<file path="config.mk">
export PLATFORM = sky130hd
export DESIGN_NAME = spi_eeprom_front
export DESIGN_NICKNAME = d
export VERILOG_FILES = /design/src/hw/spi_eeprom_front.v
export VERILOG_INCLUDE_DIRS = /design/src /design/src/shared
export SDC_FILE = /design/constraint.sdc
export NUM_CORES = 1
export LEC_CHECK = 0
export BUFFER_PORTS_ARGS = -buffer_cell sky130_fd_sc_hd__buf_2
export CORE_AREA = 5 5 320 322
export CTS_CLUSTER_DIAMETER = 150
export DETAILED_ROUTE_END_ITERATION = 12
export DIE_AREA = 0 0 325 327
export PLACE_DENSITY = 0.6
export SETUP_SLACK_MARGIN = 0.1
export SYNTH_ARGS = -nofsm -noshare
export SYNTH_HDL_FRONTEND = slang
export SYNTH_SLANG_ARGS = --single-unit
</file>
<file path="constraint.sdc">
create_clock -name clk -period 4.6 [get_ports clk]
set_clock_uncertainty 0.15 [all_clocks]
set_input_delay 0.46 -clock clk [delete_from_list [all_inputs] [get_ports clk]]
set_output_delay 0.46 -clock clk [all_outputs]
set_load 0.05 [all_outputs]
</file>
<file path="src/shared/spi_eeprom_defines.vh">
`ifndef SPI_EEPROM_DEFINES_VH
`define SPI_EEPROM_DEFINES_VH

// opcodes
`define OPC_STATUS_READ 8'h05
`define OPC_LOW_POWER_POLL 8'h08
`define OPC_LATCH_SET 8'h06
`define OPC_LATCH_CLEAR 8'h04
`define OPC_STATUS_WRITE 8'h01
`define OPC_ARRAY_READ 8'h03
`define OPC_ARRAY_WRITE 8'h02
`define OPC_ARRAY_WRITE_ALT 8'h07

// status_flags field positions
`define SR_GUARD_BIT 7
`define SR_SPARE_HI 6
`define SR_SPARE_LO 4
`define SR_BLOCK_HI 3
`define SR_BLOCK_LO 2
`define SR_LATCH_BIT 1
`define SR_BUSY_BIT 0

// reset values of the writable fields
`define SR_GUARD_RESET 1'b0
`define SR_BLOCK_RESET 2'h0
`define SR_LATCH_RESET 1'b0

// block guard encodings
`define BLOCK_NONE 2'h0
`define BLOCK_QUARTER 2'h1
`define BLOCK_HALF 2'h2
`define BLOCK_ALL 2'h3

// framing
`define BITS_PER_BYTE_M1 3'h7
`define ADDR_BYTES_M1 2'h2
`define POLL_BUSY_BYTE 8'hFF
`define POLL_READY_BYTE 8'h00

// internal write cycle time
`define WRITE_TIME_US 10000
`define CLK_MHZ 25

`endif

</file>
<file path="src/hw/spi_eeprom_front.v">
`timescale 1ns/10ps
// What this block does
// master starts every exchange and drives the clock; device is slave.
// chip select high: serial input ignored, output in high impedance.
// incoming bytes shift MSB first, from first rising clock after select.
// read data goes out MSB first from first falling edge after command.
// select falling starts a sequence; first byte is the 8-bit opcode.
// unknown opcode: ignore input, output high-z until next select fall.
// pause does not stop an internal write cycle already running.
// pause entered while selected, pause low during clock low.
// in pause, output high-z, input and clock ignored, protect pin live.
// pause ends when pause input is high during clock low.
// deselect while paused aborts the operation and clears write latch.
// protect pin low with guard bit set refuses status writes.
// protect pin falling while selected cancels a pending status write; code cancels only with guard bit set.
// 05h reads status, 08h is the low-power write poll.
// 06h sets the write latch, 04h clears it.
// 01h writes the status register.
// 03h reads the array, 02h writes the array.
// spare status bits 6:4 read ones while writing, zeros otherwise.
// status bit 0 is busy, one during an internal operation.
// status bit 1 is the write latch, zero after power-up.
// bits 3:2 block guard: 00 none, 01 quarter, 11 whole array.
// bit 7 guard enable, readable and writable, default zero.
// status write changes only bits 7, 3 and 2.
// block guard 10 makes the upper half read-only.
// output stays high-z while selected outside read output phases.
`include "spi_eeprom_defines.vh"

////////////////////////////////////////////////////////////////////////////
// write data buffer: array write bytes with their address
module sync_fifo #(
  parameter WIDTH = 26,
  parameter DEPTH = 32,
  parameter PW = 5
) (
  // clock and reset
  input wire clk,
  input wire rst,
  input wire clear,
  // filling side
  input wire [WIDTH-1:0] in_data,
  input wire in_valid,
  output wire in_ready,
  // draining side
  output wire [WIDTH-1:0] out_data,
  output wire out_valid,
  input wire out_ready
);
  reg [WIDTH-1:0] mem [0:DEPTH-1];
  reg [PW-1:0] wr_ptr;
  reg [PW-1:0] rd_ptr;
  reg [PW:0] count;
  wire push;
  wire pop;

  // honest flags straight from the occupancy count
  assign in_ready = (count != DEPTH[PW:0]);
  assign out_valid = (count != {(PW+1){1'b0}});
  assign push = in_valid && in_ready;
  assign pop = out_valid && out_ready;
  assign out_data = mem[rd_ptr];

  // storage has no reset; only pointers and count need a defined value
  always @(posedge clk) begin
    if (push) begin
      mem[wr_ptr] <= in_data;
    end
  end

  // pointers wrap at DEPTH so depth need not be a power of two
  always @(posedge clk) begin
    if (rst || clear) begin
      wr_ptr <= {PW{1'b0}};
      rd_ptr <= {PW{1'b0}};
      count <= {(PW+1){1'b0}};
    end else begin
      if (push) begin
        wr_ptr <= (wr_ptr == DEPTH[PW-1:0] - 1'b1) ? {PW{1'b0}}
                  : wr_ptr + 1'b1;
      end
      if (pop) begin
        rd_ptr <= (rd_ptr == DEPTH[PW-1:0] - 1'b1) ? {PW{1'b0}}
                  : rd_ptr + 1'b1;
      end
      if (push && !pop) begin
        count <= count + 1'b1;
      end else if (pop && !push) begin
        count <= count - 1'b1;
      end
    end
  end
endmodule

////////////////////////////////////////////////////////////////////////////
// serial front end of the memory
module spi_eeprom_front #(
  parameter AW = 18,
  parameter BUF_DEPTH = 32,
  parameter BUF_PW = 5,
  parameter WRITE_CYCLES = `WRITE_TIME_US * `CLK_MHZ
) (
  // clock and reset
  input wire clk,
  input wire rst,
  // serial pins
  input wire cs_n,
  input wire sck,
  input wire si,
  input wire hold_n,
  input wire wp_n,
  output wire so_out,
  output wire so_oe_n,
  // array read side
  output wire [AW-1:0] rd_addr,
  output reg rd_req,
  input wire [7:0] rd_data,
  // array write stream
  output wire [AW-1:0] wr_addr,
  output wire [7:0] wr_data,
  output wire wr_valid,
  input wire wr_ready,
  output wire wbuf_ready,
  output reg array_commit,
  output reg array_abort,
  // state seen by the array
  output wire busy_flag,
  output wire [1:0] block_guard
);
  localparam S_IDLE = 3'h0;
  localparam S_OPC = 3'h1;
  localparam S_ADDR = 3'h2;
  localparam S_OUT = 3'h3;
  localparam S_WDATA = 3'h4;
  localparam S_SRIN = 3'h5;
  localparam S_DONE = 3'h6;
  localparam S_REJECT = 3'h7;

  localparam M_STATUS = 2'h0;
  localparam M_POLL = 2'h1;
  localparam M_ARRAY = 2'h2;

  localparam P_NONE = 2'h0;
  localparam P_SET = 2'h1;
  localparam P_CLEAR = 2'h2;

  // pin order in the synchroniser: cs_n, sck, si, hold_n, wp_n
  reg [4:0] pin_meta;
  reg [4:0] pin_sync;
  reg sck_d;
  reg cs_d;
  reg wp_d;
  reg [2:0] state;
  reg [1:0] omode;
  reg [1:0] pend;
  reg [7:0] sreg;
  reg [2:0] bcnt;
  reg [1:0] acnt;
  reg [AW-1:0] addr;
  reg [7:0] obuf;
  reg [2:0] ocnt;
  reg out_on;
  reg so_q;
  reg hold_act;
  reg wp_fell;
  reg sr_full;
  reg wr_any;
  reg guard_enable_bit;
  reg block_guard_hi;
  reg block_guard_lo;
  reg write_latch;
  reg busy;
  reg [31:0] wcnt;
  reg [7:0] sr_new;
  reg push;
  reg [7:0] push_byte;
  reg [AW-1:0] push_addr;

  wire cs_s = pin_sync[4];
  wire sck_s = pin_sync[3];
  wire si_s = pin_sync[2];
  wire hold_s = pin_sync[1];
  wire wp_s = pin_sync[0];
  wire selected = !cs_s;
  wire cs_fall = cs_d && !cs_s;
  wire cs_rise = !cs_d && cs_s;
  wire live = selected && !cs_d && !hold_act;
  wire sck_rise = live && sck_s && !sck_d;
  wire sck_fall = live && !sck_s && sck_d;
  wire [7:0] in_byte = {sreg[6:0], si_s};
  wire [7:0] status_flags;
  wire [7:0] out_src;
  wire hw_guard = guard_enable_bit && !wp_s;
  wire addr_guarded;
  wire fifo_in_ready;
  wire [AW+7:0] fifo_out;

  // status layout, rebuilt live so each new byte shows fresh state
  assign status_flags = {guard_enable_bit, {3{busy}},
                         block_guard_hi, block_guard_lo,
                         write_latch, busy};
  assign out_src = (omode == M_STATUS) ? status_flags
                 : (omode == M_POLL)
                   ? (busy ? `POLL_BUSY_BYTE : `POLL_READY_BYTE)
                   : rd_data;
  assign busy_flag = busy;
  assign block_guard = {block_guard_hi, block_guard_lo};
  assign rd_addr = addr;

  // block guard decode of the byte address being written
  assign addr_guarded =
      (block_guard == `BLOCK_ALL) ||
      ((block_guard == `BLOCK_HALF) && addr[AW-1]) ||
      ((block_guard == `BLOCK_QUARTER) && (&addr[AW-1:AW-2]));

  // driven only while actually shifting out read data
  assign so_oe_n = !(live && (state == S_OUT) && out_on);
  assign so_out = so_q;

  // two-flop synchronisers; the first stage feeds nothing else
  always @(posedge clk) begin
    if (rst) begin
      pin_meta <= 5'h1B;
      pin_sync <= 5'h1B;
    end else begin
      pin_meta <= {cs_n, sck, si, hold_n, wp_n};
      pin_sync <= pin_meta;
    end
  end

  // edge history of the synchronised pins
  always @(posedge clk) begin
    if (rst) begin
      sck_d <= 1'b1;
      cs_d <= 1'b1;
      wp_d <= 1'b1;
    end else begin
      sck_d <= sck_s;
      cs_d <= cs_s;
      wp_d <= wp_s;
    end
  end

  // pause follows the pin only in a clock-low phase
  always @(posedge clk) begin
    if (rst || !selected) begin
      hold_act <= 1'b0;
    end else if (!sck_s) begin
      hold_act <= !hold_s;
    end
  end

  ////////////////////////////////////////////////////////////////////////
  // sequence control, status register and write cycle timer
  always @(posedge clk) begin
    if (rst) begin
      state <= S_IDLE;
      omode <= M_STATUS;
      pend <= P_NONE;
      sreg <= 8'h00;
      bcnt <= 3'h0;
      acnt <= 2'h0;
      addr <= {AW{1'b0}};
      obuf <= 8'h00;
      ocnt <= 3'h0;
      out_on <= 1'b0;
      so_q <= 1'b0;
      wp_fell <= 1'b0;
      sr_full <= 1'b0;
      sr_new <= 8'h00;
      wr_any <= 1'b0;
      guard_enable_bit <= `SR_GUARD_RESET;
      {block_guard_hi, block_guard_lo} <= `SR_BLOCK_RESET;
      write_latch <= `SR_LATCH_RESET;
      busy <= 1'b0;
      wcnt <= 32'h0;
      rd_req <= 1'b0;
      array_commit <= 1'b0;
      array_abort <= 1'b0;
      push <= 1'b0;
      push_byte <= 8'h00;
      push_addr <= {AW{1'b0}};
    end else begin
      rd_req <= 1'b0;
      array_commit <= 1'b0;
      array_abort <= 1'b0;
      push <= 1'b0;
      // internal cycle runs on regardless of pins or pause
      if (busy) begin
        if (wcnt == 32'h0) begin
          busy <= 1'b0;
          write_latch <= 1'b0;
        end else begin
          wcnt <= wcnt - 1'b1;
        end
      end
      if (selected && wp_d && !wp_s && guard_enable_bit) begin
        wp_fell <= 1'b1;
      end
      if (cs_fall) begin
        // a falling select always restarts, even after a rejected opcode
        state <= S_OPC;
        bcnt <= 3'h0;
        acnt <= 2'h0;
        ocnt <= 3'h0;
        out_on <= 1'b0;
        pend <= P_NONE;
        // a protect fall in the very restart cycle must not be lost
        wp_fell <= wp_d && !wp_s && guard_enable_bit;
        sr_full <= 1'b0;
        wr_any <= 1'b0;
      end else if (cs_rise) begin
        state <= S_IDLE;
        if (hold_act) begin
          write_latch <= 1'b0;
          if (wr_any) begin
            array_abort <= 1'b1;
          end
        end else begin
          if (pend == P_SET) begin
            write_latch <= 1'b1;
          end else if (pend == P_CLEAR) begin
            write_latch <= 1'b0;
          end
          // cancel if guarded or protect pin fell while selected
          if (sr_full && write_latch && !hw_guard && !wp_fell) begin
            guard_enable_bit <= sr_new[`SR_GUARD_BIT];
            block_guard_hi <= sr_new[`SR_BLOCK_HI];
            block_guard_lo <= sr_new[`SR_BLOCK_LO];
            busy <= 1'b1;
            wcnt <= WRITE_CYCLES - 1;
          end
          if (wr_any) begin
            array_commit <= 1'b1;
            busy <= 1'b1;
            wcnt <= WRITE_CYCLES - 1;
          end
        end
      end else if (sck_rise) begin
        case (state)
          S_OPC, S_ADDR, S_WDATA, S_SRIN: begin
            sreg <= in_byte;
            bcnt <= bcnt + 1'b1;
            if (state == S_ADDR) begin
              addr <= {addr[AW-2:0], si_s};
            end
          end
          default: begin
            bcnt <= bcnt;
          end
        endcase
        if (bcnt == `BITS_PER_BYTE_M1) begin
          case (state)
            S_OPC: begin
              // while busy the two status reads take effect, and the latch commands still take effect at deselect; write and read commands are rejected
              case (in_byte)
                `OPC_STATUS_READ: begin
                  state <= S_OUT;
                  omode <= M_STATUS;
                end
                `OPC_LOW_POWER_POLL: begin
                  state <= S_OUT;
                  omode <= M_POLL;
                end
                `OPC_LATCH_SET: begin
                  state <= busy ? S_REJECT : S_DONE;
                  pend <= P_SET;
                end
                `OPC_LATCH_CLEAR: begin
                  state <= busy ? S_REJECT : S_DONE;
                  pend <= P_CLEAR;
                end
                `OPC_STATUS_WRITE: begin
                  state <= (busy || hw_guard) ? S_REJECT : S_SRIN;
                end
                `OPC_ARRAY_READ: begin
                  state <= busy ? S_REJECT : S_ADDR;
                  omode <= M_ARRAY;
                end
                `OPC_ARRAY_WRITE, `OPC_ARRAY_WRITE_ALT: begin
                  state <= (busy || !write_latch) ? S_REJECT : S_ADDR;
                  omode <= M_STATUS;
                end
                default: begin
                  state <= S_REJECT;
                end
              endcase
            end
            S_ADDR: begin
              acnt <= acnt + 1'b1;
              if (acnt == `ADDR_BYTES_M1) begin
                state <= (omode == M_ARRAY) ? S_OUT : S_WDATA;
                rd_req <= (omode == M_ARRAY);
              end
            end
            S_WDATA: begin
              // guarded bytes are dropped; address still advances
              push <= !addr_guarded;
              push_byte <= in_byte;
              push_addr <= addr;
              wr_any <= wr_any || !addr_guarded;
              addr <= addr + 1'b1;
            end
            S_SRIN: begin
              sr_new <= in_byte;
              sr_full <= 1'b1;
              state <= S_DONE;
            end
            default: begin
              state <= state;
            end
          endcase
        end
      end else if (sck_fall && (state == S_OUT)) begin
        // status is resampled every byte, array reads fetch ahead
        out_on <= 1'b1;
        ocnt <= ocnt + 1'b1;
        if (ocnt == 3'h0) begin
          so_q <= out_src[7];
          obuf <= {out_src[6:0], 1'b0};
          if (omode == M_ARRAY) begin
            addr <= addr + 1'b1;
            rd_req <= 1'b1;
          end
        end else begin
          so_q <= obuf[7];
          obuf <= {obuf[6:0], 1'b0};
        end
      end
    end
  end

  ////////////////////////////////////////////////////////////////////////
  // array write bytes wait here for the array sequencer
  sync_fifo #(
    .WIDTH(AW + 8),
    .DEPTH(BUF_DEPTH),
    .PW(BUF_PW)
  ) u_wbuf (
    .clk(clk),
    .rst(rst),
    .clear(array_abort),
    .in_data({push_addr, push_byte}),
    .in_valid(push),
    .in_ready(fifo_in_ready),
    .out_data(fifo_out),
    .out_valid(wr_valid),
    .out_ready(wr_ready)
  );

  // the master cannot be stalled, so fullness is reported outward
  assign wbuf_ready = fifo_in_ready;
  assign wr_addr = fifo_out[AW+7:8];
  assign wr_data = fifo_out[7:0];
endmodule

</file>
* Word level (Yosys, flattened, before mapping)
Memories as Yosys holds them, arrays and structs flattened. A register that Yosys moved wholly into a read port is not among the register bits. Index checks and enable logic that the tools add are counted.
Word-level totals: flip-flop bits (word level) 158, bits in writable memories 832, bits of input ports 16, output and inout bits 54, word-level logic and storage cells 234, memories kept 1
Operators by class: add/sub/neg operators 9, eq/ne operators 27, muxes and demuxes 66, bitwise operators 6, reduce and logical (&&, ||, !) cells 88
Memories:
- u_wbuf.mem | depth 32, bits a word 26, rd ports 1, clocked after Yosys merged registers in 1, wr ports 1, line spi_eeprom_front.v:50 | reg [WIDTH-1:0] mem [0:DEPTH-1];
Operators by type and width (count):
- 32-bit 2-to-1 mux | 7
- 18-bit 2-to-1 mux | 8
- 8-bit by 3-bit == test with 1-bit output (second input constant) | 4
- 32-bit logical NOT | 1
- 1-bit 2-to-1 mux | 32
- 8-bit 2-to-1 mux | 4
- 4-bit AND reduction | 8
- 32-bit by 1-bit subtractor with 32-bit output (second input constant) | 1
- 1-bit logical AND | 26
- 5-bit 2-to-1 mux | 4
- 5-bit AND reduction | 4
- 18-bit by 1-bit adder with 18-bit output (second input constant) | 1
- 8-bit by 2-bit == test with 1-bit output (second input constant) | 2
- 3-bit one-hot mux with 5 select lines | 1
- 1-bit logical NOT | 14
- 3-bit 2-to-1 mux | 4
- 6-bit 2-to-1 mux | 2
- 2-bit nonzero test | 6
- 3-bit nonzero test | 4
- 4-bit OR reduction | 3
- 5-bit by 1-bit adder with 5-bit output (second input constant) | 2
- 2-bit == test (second input constant) | 5
- 5-bit == test (second input constant) | 2
- 3-bit == test (second input constant) | 3
- 28 further kinds | 48

* Longest topological paths before layout
word-level depth 10, mapped depth 11, gate-level depth less buffers 11

* Cells and area by module
Synthesis repeated with hierarchy kept, for this count alone.
Unflattened totals: cells, all modules 2414, area total of the unflattened synthesis 39138.8 µm²
Modules (own cells, without submodules):
- sync_fifo | instances 1, cells an instance 1639, area an instance 32809.0 µm², sequential area each 25404.4 µm²
- spi_eeprom_front | instances 1, cells an instance 775, area an instance 6329.8 µm², sequential area each 2722.6 µm²

* Worst setup path before layout
OpenSTA, ideal clock, no wires.
kind register to output, start register with a tool-made name, end output port wr_addr[0], arrival time 2.685 ns, required time 3.990 ns, path slack 1.305 ns, stages on the path, launching flop included 7, path buffers 3, cell sequence dfxtp_1 -> buf_2 -> buf_2 -> buf_1 -> mux4_2 -> mux4_2 -> mux2_2
RTL lines:
- end, declared | line spi_eeprom_front.v:119 | output wire [AW-1:0] wr_addr,

==> metrics.yaml <==
status: "finished, final reports clean"
tightest_slew_ns: 1.34
vias: 20800
cts_sinks: 989
dieArea_um2: 106000
r2r_slack_ns: 0.77
relSlewSlack_pct: 10.6
slew_violations: 0
peakVddDrop_v: 0.000322
path_clk_slew_ns: 0.06
cpMostUsedCell: "mux4_2"
layout-drive-gt1-share_pct: 25.8
drt-initial-drc-count: 2175
max_stage_delay_ns: 0.87
die_h_um: 327
ant_nets: 0
place_congestion: 0.846
synth_edf_count: 832
overflow: 0
ys_seq_elements: 989
clock_latency_ns: 0.69
setup_ws_ns: 0.539
final_cells: 3613
rsz0062_at_grt: "no"
cp.required_ns: 3.99
ys_seq_area_share_pct: 71.8
synth_cell_types: 70
grtUsageTotal_pct: 17.4
synthesis.nets: 2181
cp_cell_sequence: "buf_4 > mux4_2 > mux4_2 > mux2_2 > buf_2"
postLayoutCoreUtil_pct: 44.8
start_util_pct: 39.5
cts-root-buf: "clkbuf_16"
dpl_cell_area_um2: 41300
fin_crit_sh_pct: 88.3
rows: 116
worst-path-max-fanout: 42
grt_pass1_vias: 21100
start_kind: "flip-flop"
cellLeakagePower_nw: 14.0
max_cap_violations: 0
period_minus_slack_ns: 4.06
port-buffer-count: 69
tritoncts: "done"
drc: 0
path_buf_inv: 2
fin_area_um2: 44500
routed_wl_um: 94100
min_path_type: "in -> reg"
antenna_found_initial: 2
pre_cts_ws_ns: 0.849
crit_slowest_cell: "dfxtp_4"
h-tree-depth: 3
grt_pass1_wl_um: 140000
netlist_instances: 2141
core_um2: 99300
cellPowerDensity_nw_per_um2: 461
drt-vias-per-instance: 5.75
tns_ns: 0
first_pass_iters: 5
syn_area_per_cell_um2: 18.3
grt_max_degree: 73
numCtsBuffers: 100
clockBufferDepth: 3
hpwl_um: 52900
die_w_um: 325
setup_viol_count_final: 0
io-pin-count: 70
areaGrowthSynthToFinish_pct: 13.5
synth_ff_type: "edfxtp_1"
ys_warn_count: 0
cts_resized: 0
mappedNetlistArea_um2: 39200
worstPathArrival_ns: 3.45
cp_top_family: "multiplexers"
drt-wirelength-per-cell_um: 26.0
max_freq_ghz: 0.246
critPathKind: "reg -> out"
async_flop_share_pct: 0
cts_setup_buffers: 0
placed_cells: 3420
hold_viol: 0
fin_nets: 2269
end_kind: "output port"
==> where the power goes <==
group	total (mW)	switching, mW	internal, mW
Clock	7.82	3.41	4.41
Combinational	2.99	1.51	1.48
Sequential	9.72	0.105	9.61
==> state kept, by name (all words and copies together), names as in the netlist, 6 cells and up, named ones only <==
register / cells
push_addr: 18
obuf: 7
u_wbuf.mem: 832
u_wbuf.count: 6
push_byte: 8
sreg: 7
rd_addr: 18
wcnt: 32
==> worst min-delay path, stage by stage <==
cell,delay (ns)
buf_2,0.08
a21o_1,0.10
nand3_1,0.07
a21oi_1,0.13
==> path summary, 6_finish.rpt <==
path | end | cells past startpoint | start
setup / recovery | wr_addr[16] | 5 | flip-flop
hold / removal | obuf[1]$_SDFFE_PP0P_ | 4 | rd_data[0]
setup reg to reg | u_wbuf.count[5]$_SDFFE_PP0P_ | 11 | u_wbuf.count[0]$_SDFFE_PP0P_
hold reg to reg | pin_sync[1]$_SDFF_PP1_ | 1 | pin_meta[1]$_SDFF_PP1_
==> kinds of logic (layout without fill, tap and decap cells) <==
kind of cell,Yosys count,in the layout,synth area share [%]
AO/OA/AOI/OAI,220,220,3.59
XOR/XNOR,13,13,0.290
adder cells (fa/ha/maj),24,24,0.785
buffers and inverters,152,325,1.55
flip-flops,989,989,71.8
multiplexers,321,321,16.6
other,0,1,0
AND/OR/NAND/NOR,422,422,5.45
==> cell usage after synthesis (26+ instances only) <==
master    count  area share (%)
nand2_1     106             1.0
edfxtp_1    832              64
nor3_1       28            0.36
mux2i_1      35            0.89
a21oi_1      95             1.2
clkbuf_1     94            0.90
o21ai_0      32            0.41
inv_1        27            0.26
mux2_2       26            0.75
mux4_2      260              15
nor2_1      115             1.1
dfxtp_1     157             8.0
nand3_1      26            0.33
==> metal layers <==
layer	track usage (%)	wire, µm	vias up
li1	-	-	8881
met1	24.4	39800	10900
met2	28.0	44700	784
met3	3.44	6960	166
met4	5.40	2640	0
met5	0	0	-
==> what timing repair did <==
item / CTS / global route
hold endpoints to repair: 5 / 0
endpoints found under the setup margin: 0 / 0
hold buffers: 5 / 0
==> metrics by stage <==
step / hold slack (ns) / power [mW]
floorplan: 0.239 / 12.2
global placement: 0.245 / 12.9
detailed placement: 0.247 / 12.9
CTS: 0.0210 / 20.8
global route: 0.0635 / 21.3
finish: 0.0526 / 20.5
==> cell type report <==
class / count / area (µm²)
Tap cell: 1298 / 1620
Clock inverter: 54 / 504
Clock buffer: 133 / 2650
Inverter: 28 / 105
Sequential cell: 989 / 28100
Multi-Input combinational cell: 1000 / 10700
Fill cell: 8479 / 54800
Antenna cell: 1 / 2.50
Timing Repair Buffer: 110 / 768
==> placed cells by master, fill, tap and decap left out, types with 11 or more instances in the layout <==
cell	count
clkinv_1	24
nand4_1	12
or4_1	21
nor4_1	12
buf_2	68
or2_2	19
o21ai_0	32
a211oi_1	16
a21oi_1	95
o31ai_1	15
clkinv_2	13
nor2_1	82
clkbuf_1	32
nand3_1	26
or3_1	22
dfxtp_1	152
mux2_2	26
xnor2_1	11
buf_4	29
nor3_1	28
inv_1	27
mux2i_1	35
a31oi_1	14
clkbuf_16	101
nand2_1	106
nor2_4	32
edfxtp_1	832
mux4_2	260
ha_1	23
Note: power is estimated with default switching activity, not from simulation.
